**config.mk**
```make
export PLATFORM = sky130hd
export DESIGN_NAME = uart_interrupt_enable_status
export DESIGN_NICKNAME = d
export VERILOG_FILES = /design/src/hw/uart_irq_pkg.sv /design/src/hw/sticky_flag.sv /design/src/hw/uart_interrupt_enable_status.sv
export SDC_FILE = /design/constraint.sdc
export NUM_CORES = 1
export LEC_CHECK = 0
export BUFFER_PORTS_ARGS = -buffer_cell sky130_fd_sc_hd__buf_2
export CORE_MARGIN = 3
export CORE_UTILIZATION = 55
export DETAILED_ROUTE_END_ITERATION = 8
export PLACE_DENSITY_LB_ADDON = 0.15
export RECOVER_POWER = 25
export SLEW_MARGIN = 20
export SYNTH_ARGS = -nofsm -noshare
export SYNTH_HDL_FRONTEND = slang
export SYNTH_SLANG_ARGS = --single-unit
```
**constraint.sdc**
```tcl
create_clock -name i_mclk -period 5.4 [get_ports i_mclk]
set_input_delay 0.27 -clock i_mclk [delete_from_list [all_inputs] [get_ports i_mclk]]
set_output_delay 0.27 -clock i_mclk [all_outputs]
set_load 0.1 [all_outputs]
```
**src/hw/uart_irq_pkg.sv**
```systemverilog
package uart_irq_pkg;

  // ----------------------------------------------------------------
  // register addresses on the three-bit port
  // ----------------------------------------------------------------
  localparam logic [2:0] ADDR_HOLDING = 3'h0;
  localparam logic [2:0] ADDR_ENABLE = 3'h1;
  localparam logic [2:0] ADDR_STATUS = 3'h2;
  localparam logic [2:0] ADDR_LINE_CTRL = 3'h3;
  localparam logic [2:0] ADDR_LINE_STATUS = 3'h5;
  localparam logic [2:0] ADDR_MODEM_STATUS = 3'h6;
  localparam logic [7:0] LCR_ENHANCED_KEY = 8'hbf;

  // ----------------------------------------------------------------
  // reset values and field positions
  // ----------------------------------------------------------------
  localparam logic [7:0] RST_BYTE = 8'h00;
  localparam int IE_RX = 0;
  localparam int IE_TX = 1;
  localparam int IE_LINE = 2;
  localparam int IE_MODEM = 3;
  localparam int IE_SLEEP = 4;
  localparam int IE_XOFF = 5;
  localparam int IE_RTS = 6;
  localparam int IE_CTS = 7;
  localparam logic [7:0] IE_BASIC_MASK = 8'h0f;
  localparam int EF_ENH = 4;
  localparam int EF_RTS = 6;
  localparam int EF_CTS = 7;
  localparam int FC_EN = 0;
  localparam int FC_RXRST = 1;
  localparam int FC_TXRST = 2;
  localparam int LC_DIV = 7;
  localparam int LC_PAR = 3;
  localparam int LC_STOP = 2;

  // ----------------------------------------------------------------
  // status codes, bits [5:0]
  // ----------------------------------------------------------------
  localparam logic [5:0] CODE_LINE = 6'h06;
  localparam logic [5:0] CODE_TIMEOUT = 6'h0c;
  localparam logic [5:0] CODE_RECEIVE_READY_EVENT = 6'h04;
  localparam logic [5:0] CODE_TRANSMIT_READY_EVENT = 6'h02;
  localparam logic [5:0] CODE_MODEM = 6'h00;
  localparam logic [5:0] CODE_XOFF = 6'h10;
  localparam logic [5:0] CODE_FLOW = 6'h20;
  localparam logic [5:0] CODE_NONE = 6'h01;

  // ----------------------------------------------------------------
  // trigger levels and timeout span
  // ----------------------------------------------------------------
  localparam logic [5:0] RX_TRIG_0 = 6'h08;
  localparam logic [5:0] RX_TRIG_1 = 6'h10;
  localparam logic [5:0] RX_TRIG_2 = 6'h18;
  localparam logic [5:0] RX_TRIG_3 = 6'h1c;
  localparam logic [5:0] TX_TRIG_0 = 6'h10;
  localparam logic [5:0] TX_TRIG_1 = 6'h08;
  localparam logic [5:0] TX_TRIG_2 = 6'h18;
  localparam logic [5:0] TX_TRIG_3 = 6'h1e;
  localparam logic [6:0] TOUT_CHARS = 7'h04;
  localparam logic [6:0] TOUT_EXTRA_BITS = 7'h0c;
  localparam logic [6:0] FRAME_BASE_BITS = 7'h07;

  // ----------------------------------------------------------------
  // carriers from the channel datapaths
  // ----------------------------------------------------------------
  typedef struct packed {
    logic [5:0] count;
    logic push;
    logic [7:0] head_data;
    logic [2:0] head_err;
    logic any_err;
    logic overrun;
    logic bit_tick;
  } rx_stat_t;

  typedef struct packed {
    logic [5:0] count;
    logic shift_empty;
  } tx_stat_t;

  typedef struct packed {
    logic xoff;
    logic xon;
    logic special;
    logic rts_rise;
    logic cts_rise;
  } flow_evt_t;

  typedef struct packed {
    logic [3:0] lines;
    logic [3:0] delta;
  } modem_t;

endpackage

```
**src/hw/sticky_flag.sv**
```systemverilog
module sticky_flag
  import uart_irq_pkg::*;
(
  input wire logic i_mclk,
  input wire logic i_rst,
  input wire logic i_set,
  input wire logic i_clr,
  output logic o_q
);

  logic q_reg;
  logic q_next;

  // set beats clear so an event in the clearing cycle survives
  assign q_next = i_set | (q_reg & ~i_clr);
  assign o_q = q_reg;

  always_ff @(posedge i_mclk or posedge i_rst) begin
    if (i_rst) begin
      q_reg <= 1'b0;
    end else begin
      q_reg <= q_next;
    end
  end

endmodule

```
**src/hw/uart_interrupt_enable_status.sv**
```systemverilog
//
// Contract
// - fifo mode rx-available interrupt follows fill at or above trigger level.
// - data-ready line flag set on first stored character, clear when empty.
// - fifo on with enables 0-3 clear gives polled operation via line flags.
// - line status bits report overrun, head errors, transmit empties, any error.
// - enable bit 0 raises rx-ready on held character or trigger level.
// - enable bit 1 raises tx-ready on empty or below trigger; enabling when empty too.
// - overrun interrupts at once; head-byte errors interrupt when they reach the head.
// - enable bit 3 raises modem interrupt on any delta flag.
// - enable bits 4-7 writable only with enhanced enable; bit 4 is sleep.
// - enable bit 5 raises interrupt on flow-stop or special character.
// - enable bit 6 interrupts on automatic rts rising edge.
// - enable bit 7 interrupts on automatic cts rising edge.
// - status read shows highest pending source; lower ones stay queued.
// - receive timeout fires after four characters plus twelve bit times.
// - tx-ready raised by trigger or empty; cleared by status read or write.
// - line interrupt cleared by line read, modem by modem read.
// - rx-ready clears below trigger; timeout clears on any holding read.
// - flow-stop clears on status read or resume; special on read or next char.
// - rts and cts change interrupts clear on modem status read.
// - codes 06, 0c, 04, 02 for priorities one to four.
// - codes 00, 10, 20 for priorities five to seven, 01 when idle.
// - status bit 0 low while pending, high when idle and after reset.
// - status bits 7:6 both follow fifo enable.
// - status bits 4 and 5 reported only with enhanced enable.
module uart_interrupt_enable_status
  import uart_irq_pkg::*;
(
  input wire logic i_mclk,
  input wire logic i_rst,
  input wire logic i_cs,
  input wire logic i_rd,
  input wire logic i_wr,
  input wire logic [2:0] i_addr,
  input wire logic [7:0] i_wr_data,
  input wire rx_stat_t i_rx,
  input wire tx_stat_t i_tx,
  input wire flow_evt_t i_flow,
  input wire modem_t i_modem,
  output logic [7:0] o_rd_data,
  output logic o_irq,
  output logic o_rx_pop,
  output logic o_tx_push,
  output logic [7:0] o_tx_data,
  output logic o_rx_fifo_reset,
  output logic o_tx_fifo_reset,
  output logic o_fifo_en,
  output logic o_sleep_en,
  output logic o_auto_rts_en,
  output logic o_auto_cts_en
);

  // ----------------------------------------------------------------
  // register state
  // ----------------------------------------------------------------
  logic [7:0] ier_reg;
  logic [7:0] ier_next;
  logic [7:0] efr_reg;
  logic [7:0] lcr_reg;
  logic [7:0] fcr_reg;
  logic [7:0] fcr_next;
  logic [7:0] rd_data_reg;
  logic [7:0] rd_data_next;
  logic tx_push_reg;
  logic [7:0] tx_data_reg;
  logic rx_rst_reg;
  logic tx_rst_reg;
  logic [6:0] tout_cnt_reg;
  logic [6:0] tout_cnt_next;
  logic tout_armed_reg;
  logic tout_armed_next;
  logic tx_lvl_reg;
  logic head_bad_reg;

  // ----------------------------------------------------------------
  // access decode
  // ----------------------------------------------------------------
  wire rd_en = i_cs & i_rd;
  wire wr_en = i_cs & i_wr;
  wire enh_key = (lcr_reg == LCR_ENHANCED_KEY);
  wire div_sel = lcr_reg[LC_DIV];
  wire enh_en = efr_reg[EF_ENH];
  wire fifo_en = fcr_reg[FC_EN];
  wire hold_sel = (i_addr == ADDR_HOLDING) & ~div_sel;
  wire ier_sel = (i_addr == ADDR_ENABLE) & ~div_sel;
  wire stat_sel = (i_addr == ADDR_STATUS) & ~enh_key;
  wire efr_sel = (i_addr == ADDR_STATUS) & enh_key;
  wire lcr_sel = (i_addr == ADDR_LINE_CTRL);
  wire lsr_sel = (i_addr == ADDR_LINE_STATUS) & ~enh_key;
  wire msr_sel = (i_addr == ADDR_MODEM_STATUS);
  wire rhr_read = rd_en & hold_sel;
  wire thr_write = wr_en & hold_sel;
  wire isr_read = rd_en & stat_sel;
  wire lsr_read = rd_en & lsr_sel;
  wire msr_read = rd_en & msr_sel;

  // ----------------------------------------------------------------
  // trigger levels
  // ----------------------------------------------------------------
  logic [5:0] rx_trig;
  logic [5:0] tx_trig;

  always_comb begin
    case (fcr_reg[7:6])
      2'h0: rx_trig = RX_TRIG_0;
      2'h1: rx_trig = RX_TRIG_1;
      2'h2: rx_trig = RX_TRIG_2;
      2'h3: rx_trig = RX_TRIG_3;
      default: rx_trig = RX_TRIG_0;
    endcase
    case (fcr_reg[5:4])
      2'h0: tx_trig = TX_TRIG_0;
      2'h1: tx_trig = TX_TRIG_1;
      2'h2: tx_trig = TX_TRIG_2;
      2'h3: tx_trig = TX_TRIG_3;
      default: tx_trig = TX_TRIG_0;
    endcase
  end

  // ----------------------------------------------------------------
  // source levels
  // ----------------------------------------------------------------
  wire rx_nonempty = (i_rx.count != 6'h00);
  wire rx_at_trig = fifo_en ? (i_rx.count >= rx_trig) : rx_nonempty;
  wire tx_empty = (i_tx.count == 6'h00);
  // empty also counts in fifo mode: a reload that never passed the trigger
  wire tx_lvl = fifo_en ? ((i_tx.count < tx_trig) | tx_empty) : tx_empty;
  wire head_bad = rx_nonempty & (|i_rx.head_err);
  wire tx_rise = tx_lvl & ~tx_lvl_reg;
  wire ier_tx_on = wr_en & ier_sel & i_wr_data[IE_TX] & ~ier_reg[IE_TX];

  // ----------------------------------------------------------------
  // priority encode of pending sources
  // ----------------------------------------------------------------
  logic line_flag;
  logic ovr_flag;
  logic tout_flag;
  logic tx_flag;
  logic xoff_flag;
  logic spec_flag;
  logic rts_flag;
  logic cts_flag;
  logic [3:0] delta_flag;

  wire p_line = ier_reg[IE_LINE] & line_flag;
  wire p_tout = ier_reg[IE_RX] & fifo_en & tout_flag;
  wire p_receive_ready_event = ier_reg[IE_RX] & rx_at_trig;
  wire p_tx = ier_reg[IE_TX] & tx_flag;
  wire p_modem = ier_reg[IE_MODEM] & (|delta_flag);
  wire p_xoff = enh_en & ier_reg[IE_XOFF] & (xoff_flag | spec_flag);
  wire p_flow = enh_en & ((ier_reg[IE_RTS] & rts_flag) | (ier_reg[IE_CTS] & cts_flag));
  wire any_pend = p_line | p_tout | p_receive_ready_event | p_tx | p_modem | p_xoff | p_flow;

  logic [5:0] isr_code;

  // fixed order; lower sources wait until the higher one is cleared
  always_comb begin
    if (p_line) begin
      isr_code = CODE_LINE;
    end else if (p_tout) begin
      isr_code = CODE_TIMEOUT;
    end else if (p_receive_ready_event) begin
      isr_code = CODE_RECEIVE_READY_EVENT;
    end else if (p_tx) begin
      isr_code = CODE_TRANSMIT_READY_EVENT;
    end else if (p_modem) begin
      isr_code = CODE_MODEM;
    end else if (p_xoff) begin
      isr_code = CODE_XOFF;
    end else if (p_flow) begin
      isr_code = CODE_FLOW;
    end else begin
      isr_code = CODE_NONE;
    end
  end

  wire [7:0] isr_val = {fifo_en, fifo_en, isr_code};
  // a status read only acknowledges the source that it actually returned
  wire isr_ack_tx = isr_read & (isr_code == CODE_TRANSMIT_READY_EVENT);
  wire isr_ack_xoff = isr_read & (isr_code == CODE_XOFF);

  // frame bits = start + data + stop, plus parity and the extra stop bit
  wire [6:0] frame_bits = FRAME_BASE_BITS - 7'h1 + {5'h0, lcr_reg[1:0]} + 7'h1
    + {6'h0, lcr_reg[LC_PAR]} + {6'h0, lcr_reg[LC_STOP]};
  wire [6:0] tout_span = 7'(frame_bits * TOUT_CHARS) + TOUT_EXTRA_BITS;

  // ----------------------------------------------------------------
  // sticky sources
  // ----------------------------------------------------------------
  sticky_flag u_line (
    .i_mclk(i_mclk),
    .i_rst(i_rst),
    .i_set(i_rx.overrun | (head_bad & ~head_bad_reg)),
    .i_clr(lsr_read),
    .o_q(line_flag)
  );
  sticky_flag u_ovr (
    .i_mclk(i_mclk),
    .i_rst(i_rst),
    .i_set(i_rx.overrun),
    .i_clr(lsr_read),
    .o_q(ovr_flag)
  );
  sticky_flag u_tout (
    .i_mclk(i_mclk),
    .i_rst(i_rst),
    .i_set(tout_armed_reg & (tout_cnt_reg >= tout_span) & ~rhr_read),
    .i_clr(rhr_read),
    .o_q(tout_flag)
  );
  sticky_flag u_tx (
    .i_mclk(i_mclk),
    .i_rst(i_rst),
    .i_set(tx_rise | (ier_tx_on & tx_lvl)),
    .i_clr(isr_ack_tx | thr_write),
    .o_q(tx_flag)
  );
  sticky_flag u_xoff (
    .i_mclk(i_mclk),
    .i_rst(i_rst),
    .i_set(i_flow.xoff),
    .i_clr(isr_ack_xoff | i_flow.xon),
    .o_q(xoff_flag)
  );
  sticky_flag u_spec (
    .i_mclk(i_mclk),
    .i_rst(i_rst),
    .i_set(i_flow.special),
    .i_clr(isr_ack_xoff | i_rx.push),
    .o_q(spec_flag)
  );
  sticky_flag u_rts (
    .i_mclk(i_mclk),
    .i_rst(i_rst),
    .i_set(i_flow.rts_rise & efr_reg[EF_RTS]),
    .i_clr(msr_read),
    .o_q(rts_flag)
  );
  sticky_flag u_cts (
    .i_mclk(i_mclk),
    .i_rst(i_rst),
    .i_set(i_flow.cts_rise & efr_reg[EF_CTS]),
    .i_clr(msr_read),
    .o_q(cts_flag)
  );

  // one flag per modem delta, all cleared by a modem status read
  genvar gi;
  generate
    for (gi = 0; gi < 4; gi++) begin : g_delta
      sticky_flag u_delta (
        .i_mclk(i_mclk),
        .i_rst(i_rst),
        .i_set(i_modem.delta[gi]),
        .i_clr(msr_read),
        .o_q(delta_flag[gi])
      );
    end
  endgenerate

  // ----------------------------------------------------------------
  // receive timeout timer
  // ----------------------------------------------------------------
  // restarts on any fifo movement; fires once per idle stretch
  always_comb begin
    tout_cnt_next = tout_cnt_reg;
    tout_armed_next = tout_armed_reg;
    if (~rx_nonempty | i_rx.push | rhr_read) begin
      tout_cnt_next = 7'h00;
      tout_armed_next = rx_nonempty | i_rx.push;
    end else if (tout_armed_reg & (tout_cnt_reg >= tout_span)) begin
      tout_armed_next = 1'b0;
    end else if (i_rx.bit_tick & tout_armed_reg) begin
      tout_cnt_next = tout_cnt_reg + 7'h1;
    end
  end

  // ----------------------------------------------------------------
  // register writes
  // ----------------------------------------------------------------
  // upper enables only move while the enhanced enable is set
  assign ier_next = enh_en ? i_wr_data : ((ier_reg & ~IE_BASIC_MASK) |
    (i_wr_data & IE_BASIC_MASK));
  // fifo control bits other than the enable need the enable in the same write
  assign fcr_next = ~i_wr_data[FC_EN] ? RST_BYTE :
    {i_wr_data[7:6], enh_en ? i_wr_data[5:4] : fcr_reg[5:4], 4'h1};

  always_ff @(posedge i_mclk or posedge i_rst) begin
    if (i_rst) begin
      ier_reg <= RST_BYTE;
      efr_reg <= RST_BYTE;
      lcr_reg <= RST_BYTE;
      fcr_reg <= RST_BYTE;
    end else begin
      if (wr_en & ier_sel) begin
        ier_reg <= ier_next;
      end
      if (wr_en & efr_sel) begin
        efr_reg <= i_wr_data;
      end
      if (wr_en & lcr_sel) begin
        lcr_reg <= i_wr_data;
      end
      if (wr_en & stat_sel) begin
        fcr_reg <= fcr_next;
      end
    end
  end

  // ----------------------------------------------------------------
  // read mux
  // ----------------------------------------------------------------
  wire [7:0] lsr_val = {i_rx.any_err, tx_empty & i_tx.shift_empty, tx_empty,
    rx_nonempty ? i_rx.head_err : 3'h0, ovr_flag, rx_nonempty};

  always_comb begin
    rd_data_next = RST_BYTE;
    if (hold_sel) begin
      rd_data_next = i_rx.head_data;
    end else if (ier_sel) begin
      rd_data_next = ier_reg;
    end else if (efr_sel) begin
      rd_data_next = efr_reg;
    end else if (stat_sel) begin
      rd_data_next = isr_val;
    end else if (lcr_sel) begin
      rd_data_next = lcr_reg;
    end else if (lsr_sel) begin
      rd_data_next = lsr_val;
    end else if (msr_sel) begin
      rd_data_next = {i_modem.lines, delta_flag};
    end
  end

  // ----------------------------------------------------------------
  // answer, strobes and edge history
  // ----------------------------------------------------------------
  always_ff @(posedge i_mclk or posedge i_rst) begin
    if (i_rst) begin
      rd_data_reg <= RST_BYTE;
      tx_push_reg <= 1'b0;
      tx_data_reg <= RST_BYTE;
      rx_rst_reg <= 1'b0;
      tx_rst_reg <= 1'b0;
      tout_cnt_reg <= 7'h00;
      tout_armed_reg <= 1'b0;
      tx_lvl_reg <= 1'b1;
      head_bad_reg <= 1'b0;
    end else begin
      if (rd_en) begin
        rd_data_reg <= rd_data_next;
      end
      tx_push_reg <= thr_write;
      if (thr_write) begin
        tx_data_reg <= i_wr_data;
      end
      rx_rst_reg <= wr_en & stat_sel & i_wr_data[FC_EN] & i_wr_data[FC_RXRST];
      tx_rst_reg <= wr_en & stat_sel & i_wr_data[FC_EN] & i_wr_data[FC_TXRST];
      tout_cnt_reg <= tout_cnt_next;
      tout_armed_reg <= tout_armed_next;
      tx_lvl_reg <= tx_lvl;
      head_bad_reg <= head_bad;
    end
  end

  // ----------------------------------------------------------------
  // outputs
  // ----------------------------------------------------------------
  assign o_rd_data = rd_data_reg;
  assign o_irq = any_pend;
  assign o_rx_pop = rhr_read;
  assign o_tx_push = tx_push_reg;
  assign o_tx_data = tx_data_reg;
  assign o_rx_fifo_reset = rx_rst_reg;
  assign o_tx_fifo_reset = tx_rst_reg;
  assign o_fifo_en = fifo_en;
  assign o_sleep_en = ier_reg[IE_SLEEP];
  assign o_auto_rts_en = efr_reg[EF_RTS];
  assign o_auto_cts_en = efr_reg[EF_CTS];

endmodule

```
==> summary.txt <==
Run status
  • Outcome: complete, but fails checks
  • Failing checks: capacitance limit, slew limit

Place
  • DP HPWL: 8013 um
  • Pre-CTS setup slack: 1.841 ns
  • RePlAce Congestion: 0.9398
  • DP Cell Count: 568
  • Port Buffers: 81

Cells and area
  • Synthesis-to-layout area growth: 16.85%
  • Multi-input logic area: 1997 um^2
  • FF+latch area: 1753 um^2
  • # fillers: 556
  • Post-Layout Cell Count: 584
  • Ratio of cells with drive above 1 in the final layout: 26.07%
  • Fin nets: 562
  • Ant diodes: 0

Global routing
  • Largest net degree at the start of global routing: 71
  • GRT Total Usage: 26.99%
  • Initial antenna violation count: 0
  • GR Overflow Total: 0
  • First-pass GRT wire length: 17530 um
  • Vias in the first global route: 3348

Route
  • Met2 WL post-DR: 4782 um
  • Wirelength per Cell: 17.95 um
  • # DRC: 0
  • Total Wirelength: 10480 um
  • Met3 wire length: 813 um
  • Routed met1 length: 4752 um
  • DR top layer: met4
  • Drt pass-1 iters: 5
  • DR vias/cell: 5.983
  • Routed Antenna Nets: 0
  • 1st-iter DRT viols: 338
  • Vias: 3494

Critical path
  • Critical Path Stages: 13
  • Critical Path AT: 3.86 ns
  • Most used cell, CP: ha_1
  • R2R depth: 13
  • Delay of the slowest critical-path stage: 0.47 ns
  • WP buf/inv: 3
  • Crit end category: flop
  • Startpoint types: flop
  • Crit path max fanout: 7
  • Required time worst endpoint: 5.68 ns
  • Crit path kind: flop to flop
  • CP Cell Sequence: inv_1 > ha_1 > inv_1 > ha_1 > inv_1 > fa_1 > ha_1 > or3_1 > ha_1 > o41ai_4 > nand3_1 > or3_1 > a21oi_1
  • Crit path max-delay cell type: o41ai_4
  • CP top delay family: adder cells

Floorplanning
  • Initial Util: 58.79%
  • Die width: 90.02 um
  • Num rows: 29
  • Core area: 6604 um^2
  • I/O pins: 82
  • Die span in y: 90.02 um
  • Die ar.: 8104 um^2

Yosys
  • Syn_area_per_cell: 9.563 um^2
  • Area contributors post-synth: dfrtp_1 (44%), ha_1 (5.8%), mux2_2 (5.8%)
  • Synth Area in Simple Gates: 19.47%
  • Multiplexer share of the synthesized area: 6.574%
  • Top cell type's share of synthesized area: 44.47%
  • Area of the mapped netlist: 3882 um^2
  • Main combinational cell family by area after synthesis: simple AND/OR/NAND/NOR gates
  • Synth Area in XOR/XNOR: 1.805%
  • Synth warn: 0
  • Flops & latches, synth: 70
  • Synth cell types: 60
  • Async SR Flop Fraction: 100.0%
  • Top-count cell post-synth: dfrtp_1
  • Top_reg_cell synth: dfrtp_1
  • Synth top cells by count: dfrtp_1 (69), nand2_1 (58), nor2_1 (26)
  • Seq/Total Area, Yosys: 45.15%
  • Synth Instances: 406
  • Compound-gate portion of the synthesized area: 17.27%
  • Post-synth EDFFs: 0
  • Biggest area consumer among synthesized cells: dfrtp_1
  • Adder-cell share of the synthesized area: 6.316%
  • Synthesized net count: 482

Timing
  • # setup viols final: 0
  • RSZ-0062 raised after global routing: false
  • Hold Fails Final Rpt: 0
  • Measured slew at the worst slew-check pin: 3.713 ns
  • Setup ws final: 1.816 ns
  • Slew margin rel.: -147.6%
  • Fin crit share: 66.37%
  • Setup TNS: 0 ns
  • Post-route minimum period: 3.584 ns
  • Pins Over Slew Limit: 71
  • Fmax: 279.0 MHz
  • Clock Skews: 0.01351 ns

Clocking
  • Number of H-tree levels: 3
  • TritonCTS clock tree: done
  • Clock-pin slew on the worst setup and hold paths: 0.08 ns
  • Post-CTS Hold Buffers: 0
  • Longest Clk Path Bufs: 2
  • Setup Fix Bufs, Post-CTS: 0
  • Total CTS buffers: 9
  • Clock Sinks: 70
  • Clk root buf: clkbuf_8
  • CTS resizes: 0
  • Worst skew pair latency: 0.35 ns

Worst hold path
  • Hold Crit Class: input port to flop
  • Hold Path Depth: 2

Power and ir drop
  • Switching power: 699.6 uW
  • Max VDD drop: 0.0002676 V
  • Sequential Power Share: 39.8%
  • Power share of the combinational group: 36.5%
  • Clock share of power: 23.7%
  • Sw Share: 42.61%
  • P_int: 942.2 uW
  • Leakage: 2.181 nW
  • Power density cells: 361.9 nW/um^2
  • Total Power: 1.642 mW

Job
  • Max-cap violation count: 1
-- per-layer routing --
metal / track usage, % / vias up
met5: 0 / -
met4: 6.250 / 0
met3: 6.010 / 20
met2: 41.01 / 174
met1: 39.55 / 1666
li1: - / 1634
-- worst register-to-register path, cell delays in order (launching register included) --
cell and delay (ns):
dfrtp_1 0.37, inv_1 0.07, ha_1 0.29, inv_1 0.06
ha_1 0.14, inv_1 0.05, fa_1 0.45, ha_1 0.24
or3_1 0.37, ha_1 0.22, o41ai_4 0.47, nand3_1 0.24
or3_1 0.39, a21oi_1 0.15
-- placed cells by master, fill, tap and decap left out, drive strengths merged, types with 10 or more instances in the layout --
master / n
a21oi: 20
ha: 18
inv: 24
nand2: 59
nor3: 13
mux2: 20
dfrtp: 69
buf: 81
nand3: 15
nor2: 27
o21ai: 19
clkbuf: 10
-- cells by family (layout without fill, tap and decap cells) --
| logic type | count (synthesis) | in the layout |
|---|---|---|
| and+or+nand+nor | 155 | 155 |
| DFF | 70 | 70 |
| muxes | 23 | 23 |
| adders and majority gates | 19 | 19 |
| AOI/OAI and AO/OA | 96 | 96 |
| buffers and inverters | 35 | 120 |
| xor gates and xnor gates | 8 | 8 |
-- power by group through the flow --
stage / combinational (mW) / clock (mW) / sequential, mW
finish: 0.599 / 0.389 / 0.653
global route: 0.662 / 0.418 / 0.663
CTS: 0.599 / 0.394 / 0.651
detailed placement: 0.597 / 0 / 0.661
global placement: 0.581 / 0 / 0.658
floorplan: 0.300 / 0 / 0.815
-- through the flow --
stage / hold WS, ns / instance area (um^2) / utilization [%]
final: 0.09281 / 4537 / 68.70
after detailed placement: 0.4505 / 4362 / 66.05
after global placement: 0.4466 / 4362 / 66.05
after floorplan: 0.3623 / 3882 / -
after global routing: 0.08217 / 4537 / 68.70
after CTS: 0.08459 / 4541 / 68.76
-- worst paths after layout --
check / from / end / slack, ns
max reg2reg: lcr_reg[0] / tout_cnt_reg[5] / 1.82
min in group asynchronous: i_rst / lcr_reg[0] / 1.34
min: i_modem[0] / g_delta[0].u_delta.o_q / 0.09
min reg2reg: o_tx_data[0] / o_tx_data[0] / 0.48
max in group asynchronous: i_rst / u_spec.o_q / 1.96
max: lcr_reg[0] / tout_cnt_reg[5] / 1.82
-- layout make-up --
class / count / area share [%]
inverter: 22 / 1.820
clock inverter: 7 / 1.213
timing repair buffer: 82 / 9.018
clock buffer: 9 / 2.730
multi-input combinational: 301 / 44.02
sequential: 70 / 38.64
tap: 93 / 2.565
(Power assumes the default switching activity.)
